==> src/design/brcs_pkg.sv <==
// package: constants, register map and types of the bridge reset and clock sequencer
// assumes a single 40 MHz ref_clk shared by both ends
package brcs_pkg;
  localparam int CLK_PERIOD_NS   = 25;
  localparam int BUS_RST_TIME_NS = 1_000_000;
  localparam int BUS_RST_CYC     = (BUS_RST_TIME_NS + CLK_PERIOD_NS - 1) / CLK_PERIOD_NS;
  localparam int PERST_MIN_NS    = 1_000_000;
  localparam int PERST_MIN_CYC   = (PERST_MIN_NS + CLK_PERIOD_NS - 1) / CLK_PERIOD_NS;
  localparam int CFG_LOAD_CYC    = 64;

  localparam int ADDR_W = 4;
  localparam int DATA_W = 32;

  localparam logic [ADDR_W-1:0] REG_BRIDGE_CTRL = 4'h0;
  localparam logic [ADDR_W-1:0] REG_CLK_OUT_EN  = 4'h1;
  localparam logic [ADDR_W-1:0] REG_CLK_STRAP   = 4'h2;
  localparam logic [ADDR_W-1:0] REG_STATUS      = 4'h3;
  localparam logic [ADDR_W-1:0] REG_STICKY      = 4'h4;
  localparam logic [ADDR_W-1:0] REG_GPIO_CTRL   = 4'h5;
  localparam logic [ADDR_W-1:0] REG_GPIO_WRITE  = 4'h6;
  localparam logic [ADDR_W-1:0] REG_MSI_CTRL    = 4'h7;

  localparam int BC_SBR_BIT      = 0;
  localparam int CS_SPD_LSB      = 0;
  localparam int CS_OVR_BIT      = 2;
  localparam int ST_LOADING_BIT  = 0;
  localparam int ST_BUSRST_BIT   = 1;
  localparam int ST_BYPASS_BIT   = 2;
  localparam int ST_SPD_LSB      = 4;
  localparam int ST_MASTER_BIT   = 6;
  localparam logic [1:0] CLK_OUT_EN_RST = 2'h3;

  typedef enum logic [1:0] {
    SPD_25 = 2'h0,
    SPD_33 = 2'h1,
    SPD_50 = 2'h2,
    SPD_66 = 2'h3
  } brcs_speed_e;

  // half periods of the bus clock in ref_clk cycles; 40 MHz cannot hit the true rates, so ratios stand in
  localparam int HALF_W = 4;
  localparam logic [HALF_W-1:0] HALF_25 = 4'h4;
  localparam logic [HALF_W-1:0] HALF_33 = 4'h3;
  localparam logic [HALF_W-1:0] HALF_50 = 4'h2;
  localparam logic [HALF_W-1:0] HALF_66 = 4'h1;

  // link clock: 100 MHz reference times 5/4 gives the 125 MHz core clock
  localparam int LINK_REF_MHZ  = 100;
  localparam int LINK_PLL_NUM  = 5;
  localparam int LINK_PLL_DEN  = 4;
  localparam int LINK_CORE_MHZ = LINK_REF_MHZ * LINK_PLL_NUM / LINK_PLL_DEN;
  localparam int SKP_PPM       = 300;
  localparam int EFILL_W       = 4;
  localparam logic [EFILL_W-1:0] EFILL_HIGH = 4'hC;
endpackage

==> src/design/brcs_link_if.sv <==
// interface: upstream reset signalling and configuration access between host and bridge
// assumes both ends run on the same ref_clk
`timescale 1ns/100ps
interface brcs_link_if;
  import brcs_pkg::*;
  logic              fundamental_reset_in_n;
  logic              hot_reset_msg;
  logic              link_lost_state;
  logic              cfg_wr;
  logic              cfg_rd;
  logic [ADDR_W-1:0] cfg_addr;
  logic [DATA_W-1:0] cfg_wdata;
  logic [DATA_W-1:0] cfg_rdata;
  logic              cfg_cpl;
  logic              cfg_retry;

  modport dev (
    input  fundamental_reset_in_n, hot_reset_msg, link_lost_state, cfg_wr, cfg_rd, cfg_addr, cfg_wdata,
    output cfg_rdata, cfg_cpl, cfg_retry
  );
  modport host (
    output fundamental_reset_in_n, hot_reset_msg, link_lost_state, cfg_wr, cfg_rd, cfg_addr, cfg_wdata,
    input  cfg_rdata, cfg_cpl, cfg_retry
  );
endinterface

==> src/design/brcs_dev.sv <==
// module: bridge end - reset levels 0/1/2, configuration retry window, bus reset and bus clock control
// assumes the link interface is driven on ref_clk except the reset pin, which is synchronised here
`timescale 1ns/100ps
module brcs_dev #(
  parameter int BUS_RST_CYCLES  = brcs_pkg::BUS_RST_CYC,
  parameter int CFG_LOAD_CYCLES = brcs_pkg::CFG_LOAD_CYC
) (
  input  wire logic                          ref_clk,
  input  wire logic                          reset_n,
  brcs_link_if.dev                           lnk,
  input  wire logic                          clock_master_strap,
  input  wire logic                          speed66_strap_pin,
  input  wire logic                          dn_req_valid,
  input  wire logic                          dn_req_nonposted,
  input  wire logic [brcs_pkg::EFILL_W-1:0]  elastic_fill,
  output logic                               secondary_bus_reset_out_n,
  output logic      [1:0]                    bus_clock_outputs,
  output brcs_pkg::brcs_speed_e              bus_speed,
  output logic                               pll_bypass,
  output logic                               drain_bus_side,
  output logic                               dn_req_ready,
  output logic                               credit_return,
  output logic                               ur_completion,
  output logic                               skip_drop
);
  import brcs_pkg::*;

  localparam int CNT_W  = $clog2(BUS_RST_CYCLES + 1);
  localparam int LOAD_W = $clog2(CFG_LOAD_CYCLES + 1);

  typedef enum logic [1:0] {
    ST_COLD = 2'h0,
    ST_LOAD = 2'h1,
    ST_RUN  = 2'h3,
    ST_HOT  = 2'h2
  } brcs_state_e;

  typedef struct packed {
    logic              perst_m;
    logic              perst_s;
    logic              master_m;
    logic              master_s;
    logic              m66_m;
    logic              m66_s;
    brcs_state_e       st;
    logic [CNT_W-1:0]  rst_cnt;
    logic [LOAD_W-1:0] load_cnt;
    logic              sbr;
    logic [1:0]        clk_en;
    logic              ovr;
    brcs_speed_e       ovr_spd;
    brcs_speed_e       spd;
    logic              bypass;
    logic              is_master;
    logic [DATA_W-1:0] sticky;
    logic [DATA_W-1:0] gpio_ctrl;
    logic [DATA_W-1:0] gpio_wr;
    logic [DATA_W-1:0] msi_ctrl;
    logic [DATA_W-1:0] rdata;
    logic              cpl;
    logic              retry;
    logic              bus_rst_n;
    logic [HALF_W-1:0] div_cnt;
    logic              clk_lvl;
    logic [1:0]        clk_out;
    logic              drain;
    logic              credit;
    logic              ur;
    logic              skip_drop;
  } brcs_dev_s;

  brcs_dev_s q, d;
  logic      loading;

  assign loading = (q.st != ST_RUN);

  always_comb begin
    logic [DATA_W-1:0] rw;
    logic [HALF_W-1:0] half;
    rw   = '0;
    half = HALF_25;
    d    = q;
    // the first stage of each synchroniser feeds only the second
    d.perst_m  = lnk.fundamental_reset_in_n;
    d.perst_s  = q.perst_m;
    d.master_m = clock_master_strap;
    d.master_s = q.master_m;
    d.m66_m    = speed66_strap_pin;
    d.m66_s    = q.m66_m;
    d.cpl      = 1'b0;
    d.retry    = 1'b0;
    d.rdata    = '0;
    d.drain    = 1'b0;
    d.credit   = 1'b0;
    d.ur       = 1'b0;
    // rx elastic data is clocked into the 125 MHz domain upstream of here; only skip dropping is decided
    d.skip_drop = (elastic_fill >= EFILL_HIGH);

    case (lnk.cfg_addr)
      REG_BRIDGE_CTRL: rw[BC_SBR_BIT] = q.sbr;
      REG_CLK_OUT_EN:  rw[1:0] = q.clk_en;
      REG_CLK_STRAP: begin
        rw[CS_OVR_BIT]        = q.ovr;
        rw[CS_SPD_LSB +: 2]   = q.ovr_spd;
      end
      REG_STATUS: begin
        rw[ST_LOADING_BIT]    = loading;
        rw[ST_BUSRST_BIT]     = !q.bus_rst_n;
        rw[ST_BYPASS_BIT]     = q.bypass;
        rw[ST_SPD_LSB +: 2]   = q.spd;
        rw[ST_MASTER_BIT]     = q.is_master;
      end
      REG_STICKY:      rw = q.sticky;
      REG_GPIO_CTRL:   rw = q.gpio_ctrl;
      REG_GPIO_WRITE:  rw = q.gpio_wr;
      REG_MSI_CTRL:    rw = q.msi_ctrl;
      default:         rw = '0;
    endcase

    if (lnk.cfg_rd || lnk.cfg_wr) begin
      d.cpl   = 1'b1;
      d.retry = loading;
      if (lnk.cfg_rd && !loading) begin
        d.rdata = rw;
      end
    end
    if (lnk.cfg_wr && !loading) begin
      case (lnk.cfg_addr)
        REG_BRIDGE_CTRL: d.sbr = lnk.cfg_wdata[BC_SBR_BIT];
        REG_CLK_OUT_EN:  d.clk_en = lnk.cfg_wdata[1:0];
        REG_CLK_STRAP: begin
          d.ovr     = lnk.cfg_wdata[CS_OVR_BIT];
          d.ovr_spd = brcs_speed_e'(lnk.cfg_wdata[CS_SPD_LSB +: 2]);
        end
        REG_STICKY:      d.sticky = lnk.cfg_wdata;
        REG_GPIO_CTRL:   d.gpio_ctrl = lnk.cfg_wdata;
        REG_GPIO_WRITE:  d.gpio_wr = lnk.cfg_wdata;
        REG_MSI_CTRL:    d.msi_ctrl = lnk.cfg_wdata;
        default: ;
      endcase
    end

    // level 2: the control registers are left alone and no reload happens
    if (d.sbr && !q.sbr) begin
      d.drain   = 1'b1;
      d.rst_cnt = CNT_W'(BUS_RST_CYCLES);
    end else if (q.rst_cnt != '0) begin
      d.rst_cnt = q.rst_cnt - 1'b1;
    end
    if (q.sbr && dn_req_valid) begin
      d.credit = 1'b1;
      d.ur     = dn_req_nonposted;
    end

    case (q.st)
      ST_COLD: begin
        if (q.perst_s) begin
          d.st = ST_LOAD;
        end
      end
      ST_HOT: begin
        if (!lnk.link_lost_state) begin
          d.st = ST_LOAD;
        end
      end
      ST_LOAD: begin
        if (q.load_cnt == '0) begin
          d.st = ST_RUN;
        end else begin
          d.load_cnt = q.load_cnt - 1'b1;
        end
      end
      ST_RUN: ;
      default: d.st = ST_COLD;
    endcase
    if ((lnk.hot_reset_msg || lnk.link_lost_state) && (q.st != ST_COLD)) begin
      d.st = ST_HOT;
    end
    if (!q.perst_s) begin
      d.st = ST_COLD;
    end

    // the 1 ms countdown starts only once the reset state is left
    if ((d.st == ST_COLD) || (d.st == ST_HOT)) begin
      d.sbr      = 1'b0;
      d.clk_en   = CLK_OUT_EN_RST;
      d.ovr      = 1'b0;
      d.ovr_spd  = SPD_25;
      d.spd      = SPD_25;
      d.bypass   = 1'b1;
      d.rst_cnt  = CNT_W'(BUS_RST_CYCLES);
      d.load_cnt = LOAD_W'(CFG_LOAD_CYCLES);
      if (d.st == ST_COLD) begin
        d.sticky    = '0;
        d.gpio_ctrl = '0;
        d.gpio_wr   = '0;
        d.msi_ctrl  = '0;
      end
    end

    d.bus_rst_n = !((d.st == ST_COLD) || (d.st == ST_HOT) || (d.rst_cnt != '0) || d.sbr);
    if (d.bus_rst_n && !q.bus_rst_n) begin
      d.is_master = q.master_s;
      if (q.master_s) begin
        d.bypass = 1'b0;
        if (q.ovr) begin
          d.spd = q.ovr_spd;
        end else begin
          d.spd = q.m66_s ? SPD_66 : SPD_33;
        end
      end
    end

    case (q.spd)
      SPD_33:  half = HALF_33;
      SPD_50:  half = HALF_50;
      SPD_66:  half = HALF_66;
      default: half = HALF_25;
    endcase
    if (q.bypass) begin
      half = HALF_25;
    end
    if (q.div_cnt == '0) begin
      d.div_cnt = half - 1'b1;
      d.clk_lvl = !q.clk_lvl;
    end else begin
      d.div_cnt = q.div_cnt - 1'b1;
    end
    // a slave-mode bridge has no clock of its own to drive
    d.clk_out = q.is_master ? (q.clk_en & {2{q.clk_lvl}}) : 2'h0;
  end

  always_ff @(posedge ref_clk or negedge reset_n) begin
    if (!reset_n) begin
      q <= '0;
    end else begin
      q <= d;
    end
  end

  assign lnk.cfg_rdata              = q.rdata;
  assign lnk.cfg_cpl                = q.cpl;
  assign lnk.cfg_retry              = q.retry;
  assign secondary_bus_reset_out_n  = q.bus_rst_n;
  assign bus_clock_outputs          = q.clk_out;
  assign bus_speed                  = q.spd;
  assign pll_bypass                 = q.bypass;
  assign drain_bus_side             = q.drain;
  assign dn_req_ready               = q.sbr;
  assign credit_return              = q.credit;
  assign ur_completion              = q.ur;
  assign skip_drop                  = q.skip_drop;
endmodule

==> src/flat_wrapper.sv <==
// flat-port wrapper written by rule: the top's interface ports become plain ports
module brcs_dev_flat import brcs_pkg::*;
#(
  parameter int BUS_RST_CYCLES  = brcs_pkg::BUS_RST_CYC,
  parameter int CFG_LOAD_CYCLES = brcs_pkg::CFG_LOAD_CYC
)
  (ref_clk, reset_n, clock_master_strap, speed66_strap_pin, dn_req_valid, dn_req_nonposted, elastic_fill, secondary_bus_reset_out_n, bus_clock_outputs, bus_speed, pll_bypass, drain_bus_side, dn_req_ready, credit_return, ur_completion, skip_drop, lnk_fundamental_reset_in_n, lnk_hot_reset_msg, lnk_link_lost_state, lnk_cfg_wr, lnk_cfg_rd, lnk_cfg_addr, lnk_cfg_wdata, lnk_cfg_rdata, lnk_cfg_cpl, lnk_cfg_retry);
  brcs_link_if lnk_i ();
  input  wire logic ref_clk;
  input  wire logic reset_n;
  input  wire logic clock_master_strap;
  input  wire logic speed66_strap_pin;
  input  wire logic dn_req_valid;
  input  wire logic dn_req_nonposted;
  input  wire logic [brcs_pkg::EFILL_W-1:0] elastic_fill;
  output logic secondary_bus_reset_out_n;
  output logic      [1:0] bus_clock_outputs;
  output brcs_pkg::brcs_speed_e bus_speed;
  output logic pll_bypass;
  output logic drain_bus_side;
  output logic dn_req_ready;
  output logic credit_return;
  output logic ur_completion;
  output logic skip_drop;
  input wire logic [$bits(lnk_i.fundamental_reset_in_n)-1:0] lnk_fundamental_reset_in_n;
  input wire logic [$bits(lnk_i.hot_reset_msg)-1:0] lnk_hot_reset_msg;
  input wire logic [$bits(lnk_i.link_lost_state)-1:0] lnk_link_lost_state;
  input wire logic [$bits(lnk_i.cfg_wr)-1:0] lnk_cfg_wr;
  input wire logic [$bits(lnk_i.cfg_rd)-1:0] lnk_cfg_rd;
  input wire logic [$bits(lnk_i.cfg_addr)-1:0] lnk_cfg_addr;
  input wire logic [$bits(lnk_i.cfg_wdata)-1:0] lnk_cfg_wdata;
  output wire logic [$bits(lnk_i.cfg_rdata)-1:0] lnk_cfg_rdata;
  output wire logic [$bits(lnk_i.cfg_cpl)-1:0] lnk_cfg_cpl;
  output wire logic [$bits(lnk_i.cfg_retry)-1:0] lnk_cfg_retry;
  assign lnk_i.fundamental_reset_in_n = lnk_fundamental_reset_in_n;
  assign lnk_i.hot_reset_msg = lnk_hot_reset_msg;
  assign lnk_i.link_lost_state = lnk_link_lost_state;
  assign lnk_i.cfg_wr = lnk_cfg_wr;
  assign lnk_i.cfg_rd = lnk_cfg_rd;
  assign lnk_i.cfg_addr = lnk_cfg_addr;
  assign lnk_i.cfg_wdata = lnk_cfg_wdata;
  assign lnk_cfg_rdata = lnk_i.cfg_rdata;
  assign lnk_cfg_cpl = lnk_i.cfg_cpl;
  assign lnk_cfg_retry = lnk_i.cfg_retry;
  brcs_dev #(.BUS_RST_CYCLES(BUS_RST_CYCLES), .CFG_LOAD_CYCLES(CFG_LOAD_CYCLES)) u_core (.ref_clk(ref_clk), .reset_n(reset_n), .lnk(lnk_i), .clock_master_strap(clock_master_strap), .speed66_strap_pin(speed66_strap_pin), .dn_req_valid(dn_req_valid), .dn_req_nonposted(dn_req_nonposted), .elastic_fill(elastic_fill), .secondary_bus_reset_out_n(secondary_bus_reset_out_n), .bus_clock_outputs(bus_clock_outputs), .bus_speed(bus_speed), .pll_bypass(pll_bypass), .drain_bus_side(drain_bus_side), .dn_req_ready(dn_req_ready), .credit_return(credit_return), .ur_completion(ur_completion), .skip_drop(skip_drop));
endmodule
==> config.mk <==
export PLATFORM = sky130hd
export DESIGN_NAME = brcs_dev_flat
export DESIGN_NICKNAME = d
export VERILOG_FILES = /design/src/design/brcs_pkg.sv /design/src/design/brcs_link_if.sv /design/src/design/brcs_dev.sv /design/src/flat_wrapper.sv
export SDC_FILE = /design/constraint.sdc
export NUM_CORES = 1
export LEC_CHECK = 0
export ABC_AREA = 1
export ABC_CLOCK_PERIOD_IN_PS = 2000
export BUFFER_PORTS_ARGS = -buffer_cell sky130_fd_sc_hd__buf_2
export CORE_ASPECT_RATIO = 1.75
export CORE_MARGIN = 4
export CORE_UTILIZATION = 40
export CTS_CLUSTER_SIZE = 28
export DETAILED_ROUTE_END_ITERATION = 7
export SKIP_LAST_GASP = 1
export SLEW_MARGIN = 5
export SYNTH_ARGS = -nofsm -noshare
export SYNTH_HDL_FRONTEND = slang
export SYNTH_SLANG_ARGS = --single-unit
export TNS_END_PERCENT = 1
==> constraint.sdc <==
create_clock -name ref_clk -period 2 [get_ports ref_clk]
set_clock_uncertainty 0.2 [all_clocks]
set_input_delay 0.2 -clock ref_clk [delete_from_list [all_inputs] [get_ports ref_clk]]
set_output_delay 0.2 -clock ref_clk [all_outputs]
set_load 0.02 [all_outputs]
# Word-level counts from Yosys, hierarchy flattened
# Index checks and enable logic that the tools add are counted.
op_classes:
  mux: 39
  order_cmp: 1
  eq_ne: 15
  n_addsub: 4
  n_reduce_logical: 31
  n_bitwise: 1
op_table:
  columns: ["op", "n"]
  rows:
  - ["128-bit two-way mux", 3]
  - ["32-bit two-way mux", 6]
  - ["25-bit case mux with 4 select lines", 1]
  - ["34-bit two-way mux", 1]
  - ["16-bit two-way mux", 2]
  - ["16-bit nonzero test", 2]
  - ["2-bit two-way mux", 9]
  - ["4-bit by 3-bit equality test with 1-bit output (second input constant)", 4]
  - ["16-bit by 1-bit subtractor with 16-bit output (second input constant)", 1]
  - ["3-bit case mux with 5 select lines", 1]
  - ["7-bit two-way mux", 2]
  - ["2-bit nonzero test", 5]
  - ["3-bit two-way mux", 3]
  - ["3-bit case mux with 3 select lines", 1]
  - ["2-bit equality test (second input constant)", 4]
  - ["4-bit by 2-bit equality test with 1-bit output (second input constant)", 2]
  - ["4-bit zero test", 2]
  - ["4-bit two-way mux", 2]
  - ["1-bit case mux with 8 select lines", 1]
  - ["7-bit zero test", 1]
  - ["1-bit case mux with 7 select lines", 1]
  - ["7-bit by 1-bit subtractor with 7-bit output (second input constant)", 1]
  - ["1-bit logical AND", 6]
  - ["6-bit two-way mux", 1]
  - ["15 further kinds", 29]
word_totals:
  word_cells: 122
  register_bits: 215
  inputBits: 51
  output_inout_bits: 45

# Longest topological paths before layout
# Gate-level depths: netlist (run 1).
logic_depth:
  depth_word: 14
  depth_mapped: 16
  depth_no_buf: 16

# Worst setup path before layout (run 1)
# Ideal clock, no wire load.
synth_timing:
  kind: "register to register"
  startpoint: "register u_core.q[191] (netlist name)"
  endpoint: "register u_core.q, in the netlist u_core.bus_speed[0]"
  n_path_buf: 1
  arrival_time_ns: 1.762
  required_time_ns: 1.682
  synth_period_minus_slack_ns: 2.080
  stages_incl_launch_ff: 15
  path_slack_ns: -0.080
  setup_ns: 0.118
  cell_sequence: "dfrtp_1 inv_1 ha_1 nand2_1 nor2_1 nand2_2 buf_6 nand2_1 inv_1 nor2_1 nand2_1 nor2_1 nand4_1 nand2_1 nand2_1"
synth_rtl:
  columns: ["element", "line", "source"]
  rows:
  - ["start: declaration", "brcs_dev.sv:72", "brcs_dev_s q, d;"]
  - ["start signal: assignment", "brcs_dev.sv:235", "q <= '0;"]
  - ["start signal: assignment", "brcs_dev.sv:237", "q <= d;"]

==> results of run 1 <==
-- worst register-to-register path: stages, from the launching register on --
cell and delay (ns):
dfrtp_1 0.39, inv_2 0.13, ha_4 0.18, nand2_4 0.06
nor2_4 0.11, nand2_4 0.12, buf_6 0.15, buf_6 0.10
nand2_2 0.04, nand2_1 0.05, inv_1 0.08, nand2_2 0.07
nand3b_1 0.16, nor2_1 0.07, nand2_1 0.11, nor2_2 0.05
nand3_1 0.06, nand2_1 0.05
-- layer usage --
layer | vias up | share of wire (%) | track usage [%]
li1 | 4120 | - | -
met1 | 4034 | 39 | 23.58
met2 | 190 | 54 | 37.23
met5 | - | 0 | 0
met3 | 51 | 3.8 | 2.367
met4 | 0 | 2.4 | 6.084
-- power breakdown --
part / total, mW / switching (mW) / internal [mW]
registers: 4.48 / 0.0601 / 4.42
logic: 1.45 / 0.833 / 0.614
clock network: 3.89 / 1.68 / 2.21
total: 9.81 / 2.57 / 7.24
-- cells in the final DEF (no fill, tap or decap), types with 12 or more instances in the layout --
cell,count
buf_12,12
nor2_1,185
buf_2,92
o22ai_1,32
a21oi_1,85
nand3_1,23
nor2_4,16
nand2_1,98
clkbuf_16,21
inv_1,134
buf_4,97
nor2_2,20
dlygate4sd3_1,45
dfrtp_1,211
a221oi_1,27
o21ai_0,142
nand2_2,15
-- worst paths after layout --
check | startpoint | to | slack [ns] | cells after the start
setup / recovery | u_core.q[191]$_DFF_PN0_ | u_core.q[174]$_DFFE_PN0P_ | -0.27 | 17
hold / removal | reset_n | u_core.lnk.cfg_rdata[14]$_DFF_PN0_ | 0.008 | 2
setup reg to reg | u_core.q[191]$_DFF_PN0_ | u_core.q[174]$_DFFE_PN0P_ | -0.27 | 17
hold reg to reg | u_core.d[213]$_DFF_PN0_ | u_core.q[213]$_DFF_PN0_ | 0.15 | 0
max in group asynchronous | reset_n | u_core.q[171]$_DFF_PN0_ | 0.99 | 3
min in group ref_clk | lnk_cfg_wr | u_core.drain_bus_side$_DFF_PN0_ | 0.07 | 6
-- logic make-up after synthesis --
kind of cell | synth area share, %
and+or+nand+nor | 16.58
DFF | 54.23
AOI/OAI and AO/OA | 17.03
xor gates and xnor gates | 0.6180
adders and majority gates | 0.8828
buffers and inverters | 10.66
-- state kept, by name, indices dropped and copies added (netlist names) --
name and cells:
u_core.secondary_bus_reset_out_n 1, u_core.pll_bypass 1, u_core.q 167, u_core.bus_clock_outputs 2, u_core.lnk.cfg_cpl 1, u_core.drain_bus_side 1, u_core.credit_return 1, u_core.dn_req_ready 1
u_core.bus_speed 2, u_core.d 3, u_core.lnk.cfg_rdata 32, u_core.skip_drop 1, u_core.ur_completion 1, u_core.lnk.cfg_retry 1
-- through the flow --
stage / power (mW) / setup slack [ns] / util [%]
2_1_floorplan: 5.057 / 0.004023 / -
3_3_place_gp: 5.643 / -0.2665 / 45.56
3_5_place_dp: 5.654 / -0.3137 / 45.56
4_1_cts: 9.747 / -0.1983 / 51.05
5_1_grt: 10.25 / -0.4098 / 51.84
6_report: 9.812 / -0.2690 / 51.84
-- what timing repair did --
item | CTS | global route
gates resized for setup | 43 | 52
hold buffers | 45 | 0
setup endpoints to repair | 5 | 93
hold endpoints to repair | 358 | 0
gates cloned | 1 | 0
setup buffers | 10 | 5
pin swaps | 23 | 25
-- final cells by class --
| type | instances | share of cell area, % |
|---|---|---|
| clock buffers | 28 | 4.653 |
| clock inverters | 8 | 0.5607 |
| inverters | 142 | 4.191 |
| multi-input cells | 710 | 29.64 |
| flip-flops and latches | 215 | 42.34 |
| well taps | 312 | 3.069 |
| repair buffers | 254 | 15.54 |
==> results.json, run 1 <==
{
  "die_w_um": 127.1,
  "synth_edf_count": 0,
  "fin_nets": 1402,
  "synth_top_area_share_pct": 54.23,
  "clk_path_buf_depth": 3,
  "finalMaxSlewViolations": 0,
  "max_slew.worst_pin.slew_ns": 1.075,
  "worst_slack_ns": -0.2690,
  "whs_ns": 0.008052,
  "yosysTopAreaCell": "dfrtp_1",
  "ant_nets": 0,
  "power_leakage_nw": 6.131,
  "grt_pass1_vias": 8619,
  "crit_slowest_cell": "dfrtp_1",
  "cts-htree-levels": 1,
  "rsz0062_at_grt": "yes",
  "clock_sinks": 215,
  "cts_made_buffers": 21,
  "synth_common_cells": "dfrtp_1, nor2_1, o21ai_0, inv_1, nand2_1",
  "power.density_nw_per_um2": 771.5,
  "post_drt_wl_per_cell_um": 16.57,
  "syn_to_final_growth_pct": 28.20,
  "placedCellCount": 1574,
  "rows": 76,
  "drc_errors": 0,
  "cap_violations": 0,
  "grt_start_max_net_pins": 129,
  "slew_headroom_pct": 28.32,
  "synth_most_common_cell": "dfrtp_1",
  "path_common_cell": "nand2_1",
  "port_buffers": 93,
  "grt_pass1_wl_mm": 44.32,
  "place_area_um2": 11180,
  "holdCritPathClass": "in2async",
  "finalSetupTns_ns": -1.099,
  "seq_area_frac_synth_pct": 54.23,
  "ys_top_cells_by_area": "dfrtp_1, nor2_1, o21ai_0",
  "drtIter0Drc": 558,
  "num_io_pins": 96,
  "dp.final_hpwl_mm": 18.27,
  "ir_worst_vdd_mv": 0.6986,
  "synth_area_um2": 9921,
  "multi_input_area_um2": 3770,
  "critPathLaunchType": "register",
  "clk_latency_ns": 0.51,
  "crit_required_ns": 2.19,
  "cp-end-kind": "register",
  "wl_mm": 27.66,
  "synth_flop_cell": "dfrtp_1",
  "failed_checks": "negative setup slack",
  "yosysWarnings": 0,
  "fin_crit_sh_pct": 113.4,
  "drive_gt1_share_pct": 24.10,
  "fillers": 2351,
  "final_cells": 1669,
  "stdcell_area_um2": 12720,
  "cp_num_buf_inv": 4,
  "core_um2": 24530,
  "grt_antenna_before_repair": 0,
  "n_antenna_cell": 0,
  "crit_family": "simple AND/OR/NAND/NOR gates",
  "max_clock_freq_mhz": 440.7,
  "start_util_pct": 40.44,
  "routed-via-count": 8395,
  "period_needed_ns": 2.269,
  "hold_viol": 0,
  "status": "finished with violations",
  "regArea_um2": 5385,
  "synth_cells": 1160,
  "die-height_um": 216.3,
  "postSynthAreaPerCell_um2": 8.552,
  "yosysUniqueCellTypes": 36,
  "syn_nets": 1218,
  "cts_root_buf": "clkbuf_16",
  "gp_congestion": 0.8924,
  "ys_ff_latch": 215,
  "synthArstFlopShare_pct": 100.0,
  "cpPeakStageDelay_ns": 0.39,
  "clk_pin_slew_ns": 0.06,
  "die_area_um2": 27490,
  "cp_max_fo": 6,
  "path_cells": "inv_2, ha_4, nand2_4, nor2_4, nand2_4, buf_6, buf_6, nand2_2, nand2_1, inv_1, nand2_2, nand3b_1, nor2_1, nand2_1, nor2_2, nand3_1, nand2_1",
  "crit_arrival_ns": 2.46,
  "setup_viol": 6,
  "cts_tree": "yes",
  "drt_pass1_iterations": 6,
  "path_class": "reg2reg",
  "vias_per_cell": 5.030,
  "overflow": 0,
  "grt_usage_pct": 19.92
}
Note: power is estimated with default switching activity, not from simulation.
==> run 2, diff against run 1 <==
Settings changed: ABC_AREA 1 to 0, ABC_CLOCK_PERIOD_IN_PS 2000 to 2200, PLACE_DENSITY set to 0.62.
Clock period 2 ns to 2.2 ns, I/O delays scaled along.
==> run 2 against run 1 <==
Compared with the run above:
- combinational power shrank 22%
- maximum frequency down 9.5%
- synthesized area increased by 0.47%
- final area shrank 1.3%
- sequential share of layout area up 0.50 points
- hold slack better by 0.018 ns
- final cell count fell by 9.6%
- first-iteration DRC count is 11% lower
- largest power group unchanged
- via count shrank 7.0%
- largest cell class unchanged
- the run still ends with negative setup slack left
- clock-buffer cell count stayed put
- sequential cell count unchanged
==> results.json, run 2 <==
{
  "setup_viol": 7,
  "multi_input_area_um2": 4094,
  "grt_usage_pct": 19.72,
  "failed_checks": "negative setup slack",
  "grt_pass1_vias": 8169,
  "path_common_cell": "nand4_1",
  "yosysUniqueCellTypes": 63,
  "fin_crit_sh_pct": 113.9,
  "crit_slowest_cell": "dfrtp_1",
  "drive_gt1_share_pct": 24.64,
  "synth_flop_cell": "dfrtp_1",
  "seqPwrFrac_pct": 44.3,
  "n_antenna_cell": 0,
  "synth_area_um2": 9967,
  "vias_per_cell": 5.174,
  "drc_errors": 0,
  "clk_pin_slew_ns": 0.06,
  "synth_edf_count": 0,
  "fin_util_pct": 50.99,
  "hold_viol": 0,
  "ys_top_cells_by_area": "dfrtp_1, nand2_1, a21oi_1",
  "grt_start_max_net_pins": 72,
  "rsz0062_at_grt": "yes",
  "gp_congestion": 0.8963,
  "grt_pass1_wl_mm": 43.57,
  "die_area_um2": 27610,
  "yosysWarnings": 0,
  "syn_nets": 1074,
  "fillers": 2267,
  "seq_area_frac_synth_pct": 53.98,
  "max_clock_freq_mhz": 398.9,
  "wl_mm": 27.08,
  "regToRegSetupSlack_ns": -0.31,
  "cts_made_buffers": 22,
  "routed-via-count": 7807,
  "max_slew.worst_pin.slew_ns": 0.4935,
  "switching_share_pct": 24.59,
  "yosysTopAreaCell": "dfrtp_1",
  "clock_sinks": 215,
  "die_w_um": 127.3,
  "cp-end-kind": "register",
  "rows": 76,
  "synth_cells": 1016,
  "die-height_um": 216.8,
  "synth_common_cells": "nand2_1, dfrtp_1, a21oi_1, clkbuf_1, nor2_1",
  "largest_reg_flops": 167,
  "overflow": 0,
  "clk_path_buf_depth": 3,
  "ant_nets": 0,
  "cap_violations": 0,
  "synthArstFlopShare_pct": 100.0,
  "critPathLaunchType": "register",
  "stdcell_area_um2": 12560,
  "crit_required_ns": 2.40,
  "place_area_um2": 11210,
  "clkPwrFrac_pct": 43.4,
  "largest-register": "u_core.q",
  "synth_most_common_cell": "nand2_1",
  "cts-htree-levels": 1,
  "cp_max_fo": 4,
  "syn_to_final_growth_pct": 26.00,
  "clk_latency_ns": 0.51,
  "drtIter0Drc": 499,
  "path_cells": "inv_2, ha_4, nor3b_4, nand4_1, nand4_1, xnor2_2, nor4_4, nand4_2, a21boi_2",
  "slew_headroom_pct": 67.03,
  "power.density_nw_per_um2": 730.0,
  "worst_slack_ns": -0.3068,
  "num_io_pins": 96,
  "start_util_pct": 40.47,
  "regArea_um2": 5380,
  "cts_root_buf": "clkbuf_16",
  "ir_worst_vdd_mv": 0.4753,
  "finalMaxSlewViolations": 0,
  "power_leakage_nw": 5.537,
  "switchingPower_mw": 2.254,
  "combinationalPowerShare_pct": 12.3,
  "dp.final_hpwl_mm": 17.61,
  "period_needed_ns": 2.507,
  "cpPeakStageDelay_ns": 0.39,
  "grt_antenna_before_repair": 0,
  "ys_ff_latch": 215,
  "status": "finished with violations",
  "final_cell_mix": "nand2_1, dfrtp_1, a21oi_1",
  "final_common_cell": "nand2_1",
  "crit_arrival_ns": 2.71,
  "postSynthAreaPerCell_um2": 9.810,
  "finalSetupTns_ns": -1.697,
  "holdCritPathClass": "in2reg",
  "internal-power_mw": 6.914,
  "drt_pass1_iterations": 5,
  "fin_nets": 1241,
  "cts_tree": "yes",
  "core_um2": 24630,
  "path_class": "reg2reg",
  "post_drt_wl_per_cell_um": 17.95,
  "synth_top_area_share_pct": 53.98,
  "port_buffers": 93
}
[run 2: cell count changes in the layout (fill, tap and decap cells not counted), moves of 25 or more]
cell	delta
nand2_1	+178
nor2_1	-149
o21ai_0	-130
inv_1	-125
a21oi_1	+55
o22ai_1	-32
nor2b_1	+28
mux4_2	+26
a221oi_1	-25
[run 2: cells by family (layout without fill, tap and decap cells)]
family	Yosys count	in the layout	synth area share (%)
XOR/XNOR	15	15	1.318
buffers and inverters	115	296	5.812
adder cells (fa/ha/maj)	7	7	0.8787
AO/OA/AOI/OAI	180	180	9.980
flip-flops	215	215	53.98
AND/OR/NAND/NOR	443	443	20.65
multiplexers	41	41	7.381
[run 2: area by class of cell]
type,count,area share [%]
well taps,312,3.108
repair buffers,245,14.93
flip-flops and latches,215,42.84
clock inverters,10,1.146
clock buffers,28,4.972
inverters,13,0.3985
multi-input cells,686,32.60
[run 2: power by group through the flow]
stage,registers (mW),clock network (mW),logic (mW)
detailed placement,4.13,0,1.01
floorplan,4.13,0,0.458
CTS,4.06,4.09,1.12
finish,4.06,3.98,1.13
global route,4.06,4.25,1.22
global placement,4.13,0,0.999
[run 2: repair_timing]
item	in CTS	in global routing
setup endpoints to repair	7	13
endpoints found under the hold margin	361	0
pin swaps	9	8
hold buffers	47	0
cloned	0	0
resized for setup	8	4
setup buffers	4	2
[run 2: critical path, delay by kind of cell, from the launching register on]
family | cells | cell delay, ns
AND/OR/NAND/NOR | 5 | 1.27
flip-flops | 1 | 0.39
AO/OA/AOI/OAI | 1 | 0.20
adder cells (fa/ha/maj) | 1 | 0.15
XOR/XNOR | 1 | 0.12
buffers and inverters | 1 | 0.09
[run 2: final timing paths]
path                                                 end                    start  cells past startpoint
min                        u_core.dn_req_ready$_DFF_PN0_          lnk_cfg_addr[3]                      5
max in group asynchronous        u_core.q[138]$_DFF_PN0_                  reset_n                      3
max reg2reg                  u_core.pll_bypass$_DFF_PN0_  u_core.q[191]$_DFF_PN0_                      9
min in group asynchronous         u_core.q[81]$_DFF_PN0_                  reset_n                      2
min reg2reg                      u_core.q[213]$_DFF_PN0_  u_core.d[213]$_DFF_PN0_                      0
max                          u_core.pll_bypass$_DFF_PN0_  u_core.q[191]$_DFF_PN0_                      9
[run 2: stage by stage]
stage	hold slack (ns)	power (mW)	setup WS, ns	instances
6_report	0.02650	9.168	-0.3068	1509
3_3_place_gp	-0.002861	5.127	-0.2912	1418
4_1_cts	0.01334	9.261	-0.2702	1507
3_5_place_dp	0.005960	5.135	-0.4002	1418
2_1_floorplan	-0.2756	4.587	-0.2403	1016
5_1_grt	0.03760	9.539	-0.4802	1509
[run 2: per-layer routing]
layer	global-route usage (%)	wire, µm
met1	23.55	10860
met2	35.98	14290
met3	2.137	948
met4	7.588	989
met5	0	0
==> run 3, diff against run 2 <==
Settings changed: CELL_PAD_IN_SITES_DETAIL_PLACEMENT set to 1, CELL_PAD_IN_SITES_GLOBAL_PLACEMENT set to 2, CORE_ASPECT_RATIO 1.75 to unset, CORE_UTILIZATION 40 to 38, PLACE_DENSITY 0.62 to 0.84.
==> run 3 against run 2 <==
Compared with the run above:
- the flow still finishes with violations (negative setup slack)
- hold slack worse by 0.0016 ns
- total power is 4.2% higher
- critical path depth is 1 higher
- via count is 3.2% higher
- final cell count is 2.2% higher
- maximum frequency is 0.66% lower
- global-route usage is 1.2 points higher
- final area is 1.0% higher
- clock power is 10% higher
- critical path type unchanged
- highest routed layer is now met5
==> results.json, run 3 (synthesis gave the netlist of run 2 again) <==
{
  "final_cells": 1542,
  "dr_wl_met3_mm": 1.211,
  "p_total_mw": 9.557,
  "cap_violations": 0,
  "critPathLaunchType": "register",
  "fin_nets": 1246,
  "start_util_pct": 38.47,
  "grt_pass1_vias": 8919,
  "num_io_pins": 96,
  "overflow": 0,
  "m1WireLength_mm": 13.19,
  "drc_errors": 0,
  "failed_checks": "negative setup slack",
  "clock_sinks": 215,
  "cp_max_fo": 3,
  "rsz0062_at_grt": "yes",
  "wl_met2_mm": 14.80,
  "status": "finished with violations",
  "power_leakage_nw": 5.597,
  "drive_gt1_share_pct": 25.29,
  "die-height_um": 170.0,
  "final_common_cell": "nand2_1",
  "cts_tree": "yes",
  "crit_required_ns": 2.45,
  "cts-htree-levels": 1,
  "top_layer": "met5",
  "syn_to_final_growth_pct": 27.27,
  "gp_congestion": 0.8119,
  "largest_reg_flops": 167,
  "worstReg2RegStart": "u_core.q[201]$_DFF_PN0_",
  "worst_slack_ns": -0.3235,
  "clk_latency_ns": 0.53,
  "die_w_um": 170.0,
  "regToRegSetupSlack_ns": -0.32,
  "max_clock_freq_mhz": 396.3,
  "finalMaxSlewViolations": 0,
  "cts_root_buf": "clkbuf_16",
  "ir_worst_vdd_mv": 0.4641,
  "rows": 59,
  "grt_usage_pct": 20.89,
  "setup_viol": 14,
  "clk_pin_slew_ns": 0.06,
  "power.density_nw_per_um2": 753.4,
  "grt_start_max_net_pins": 80,
  "clk_path_buf_depth": 3,
  "vias_per_cell": 5.225,
  "wl_mm": 29.79,
  "die_area_um2": 28880,
  "port_buffers": 93,
  "crit_arrival_ns": 2.77,
  "cp-end-kind": "register",
  "routed-via-count": 8057,
  "final_cell_mix": "nand2_1, dfrtp_1, a21oi_1",
  "largest-register": "u_core.q",
  "ant_nets": 0,
  "slew_headroom_pct": 63.42,
  "drt_pass1_iterations": 5,
  "dp.final_hpwl_mm": 19.06,
  "max_slew.worst_pin.slew_ns": 0.5436,
  "grt_pass1_wl_mm": 48.68,
  "holdCritPathClass": "in2async",
  "path_class": "reg2reg",
  "period_needed_ns": 2.524,
  "r2r_cells": 10,
  "drtIter0Drc": 408,
  "core_um2": 25910,
  "post_drt_wl_per_cell_um": 19.32,
  "placedCellCount": 1447,
  "grt_antenna_before_repair": 3,
  "hold_viol": 0,
  "crit_path_start": "u_core.q[201]$_DFF_PN0_",
  "fin_crit_sh_pct": 114.7,
  "cts_made_buffers": 25
}
[run 3: repair_timing]
item,CTS,global route
pin swaps,8,4
hold buffers,46,0
endpoints found under the hold margin,360,0
buffers inserted,2,1
endpoints found under the setup margin,7,123
resized for setup,6,8
[run 3: critical path, cell delays in order (launching register included)]
cell	delay (ns)
dfrtp_1	0.42
buf_4	0.16
buf_4	0.13
nor3_1	0.22
nand4_1	0.13
mux2i_1	0.22
buf_4	0.15
nand2_1	0.05
or4_1	0.42
nor3_2	0.13
and4b_1	0.22
[run 3: report_power, final]
part	switching [mW]	total, mW	internal, mW	leakage, nW
sequential	0.0518	4.06	4.01	2.91
combinational	0.610	1.11	0.503	2.25
clock	1.63	4.38	2.75	0.436
[run 3: per-layer routing]
layer	vias up	GRT usage (%)
met2	149	35.82
li1	3742	-
met5	-	0
met1	4111	28.13
met3	51	2.880
met4	4	5.451
[run 3: through the flow]
stage               area [µm²]  hold WS, ns  setup slack (ns)  utilization (%)  TNS (ns)
global placement         11240    -0.006249           -0.2503            43.37    -1.607
detailed placement       11240    -0.007082           -0.3765            43.37    -4.576
finish                   12680      0.02494           -0.3235            48.95    -2.016
floorplan                 9997      -0.2756           -0.2403                -    -1.133
CTS                      12630      0.02628           -0.3420            48.75    -2.079
global route             12680      0.06611           -0.4397            48.95    -9.300
[run 3: path summary, 6_finish.rpt]
| kind | to |
|---|---|
| max in group asynchronous | u_core.q[110]$_DFF_PN0_ |
| worst max-delay path | u_core.secondary_bus_reset_out_n$_DFF_PN0_ |
| min in group ref_clk | u_core.q[208]$_DFF_PN0_ |
| worst min register to register | u_core.q[213]$_DFF_PN0_ |
| worst min-delay path | u_core.q[82]$_DFF_PN0_ |
| worst max register to register | u_core.secondary_bus_reset_out_n$_DFF_PN0_ |
[run 3: final cells by class]
type	instances	area (µm²)
Antenna cell	1	2.502
Clock buffer	34	719.4
Clock inverter	11	161.4
Fill cell	2903	13230
Inverter	13	50.05
Multi-Input combinational cell	686	4118
Sequential cell	215	5380
Tap cell	335	419.2
Timing Repair Buffer	247	1834
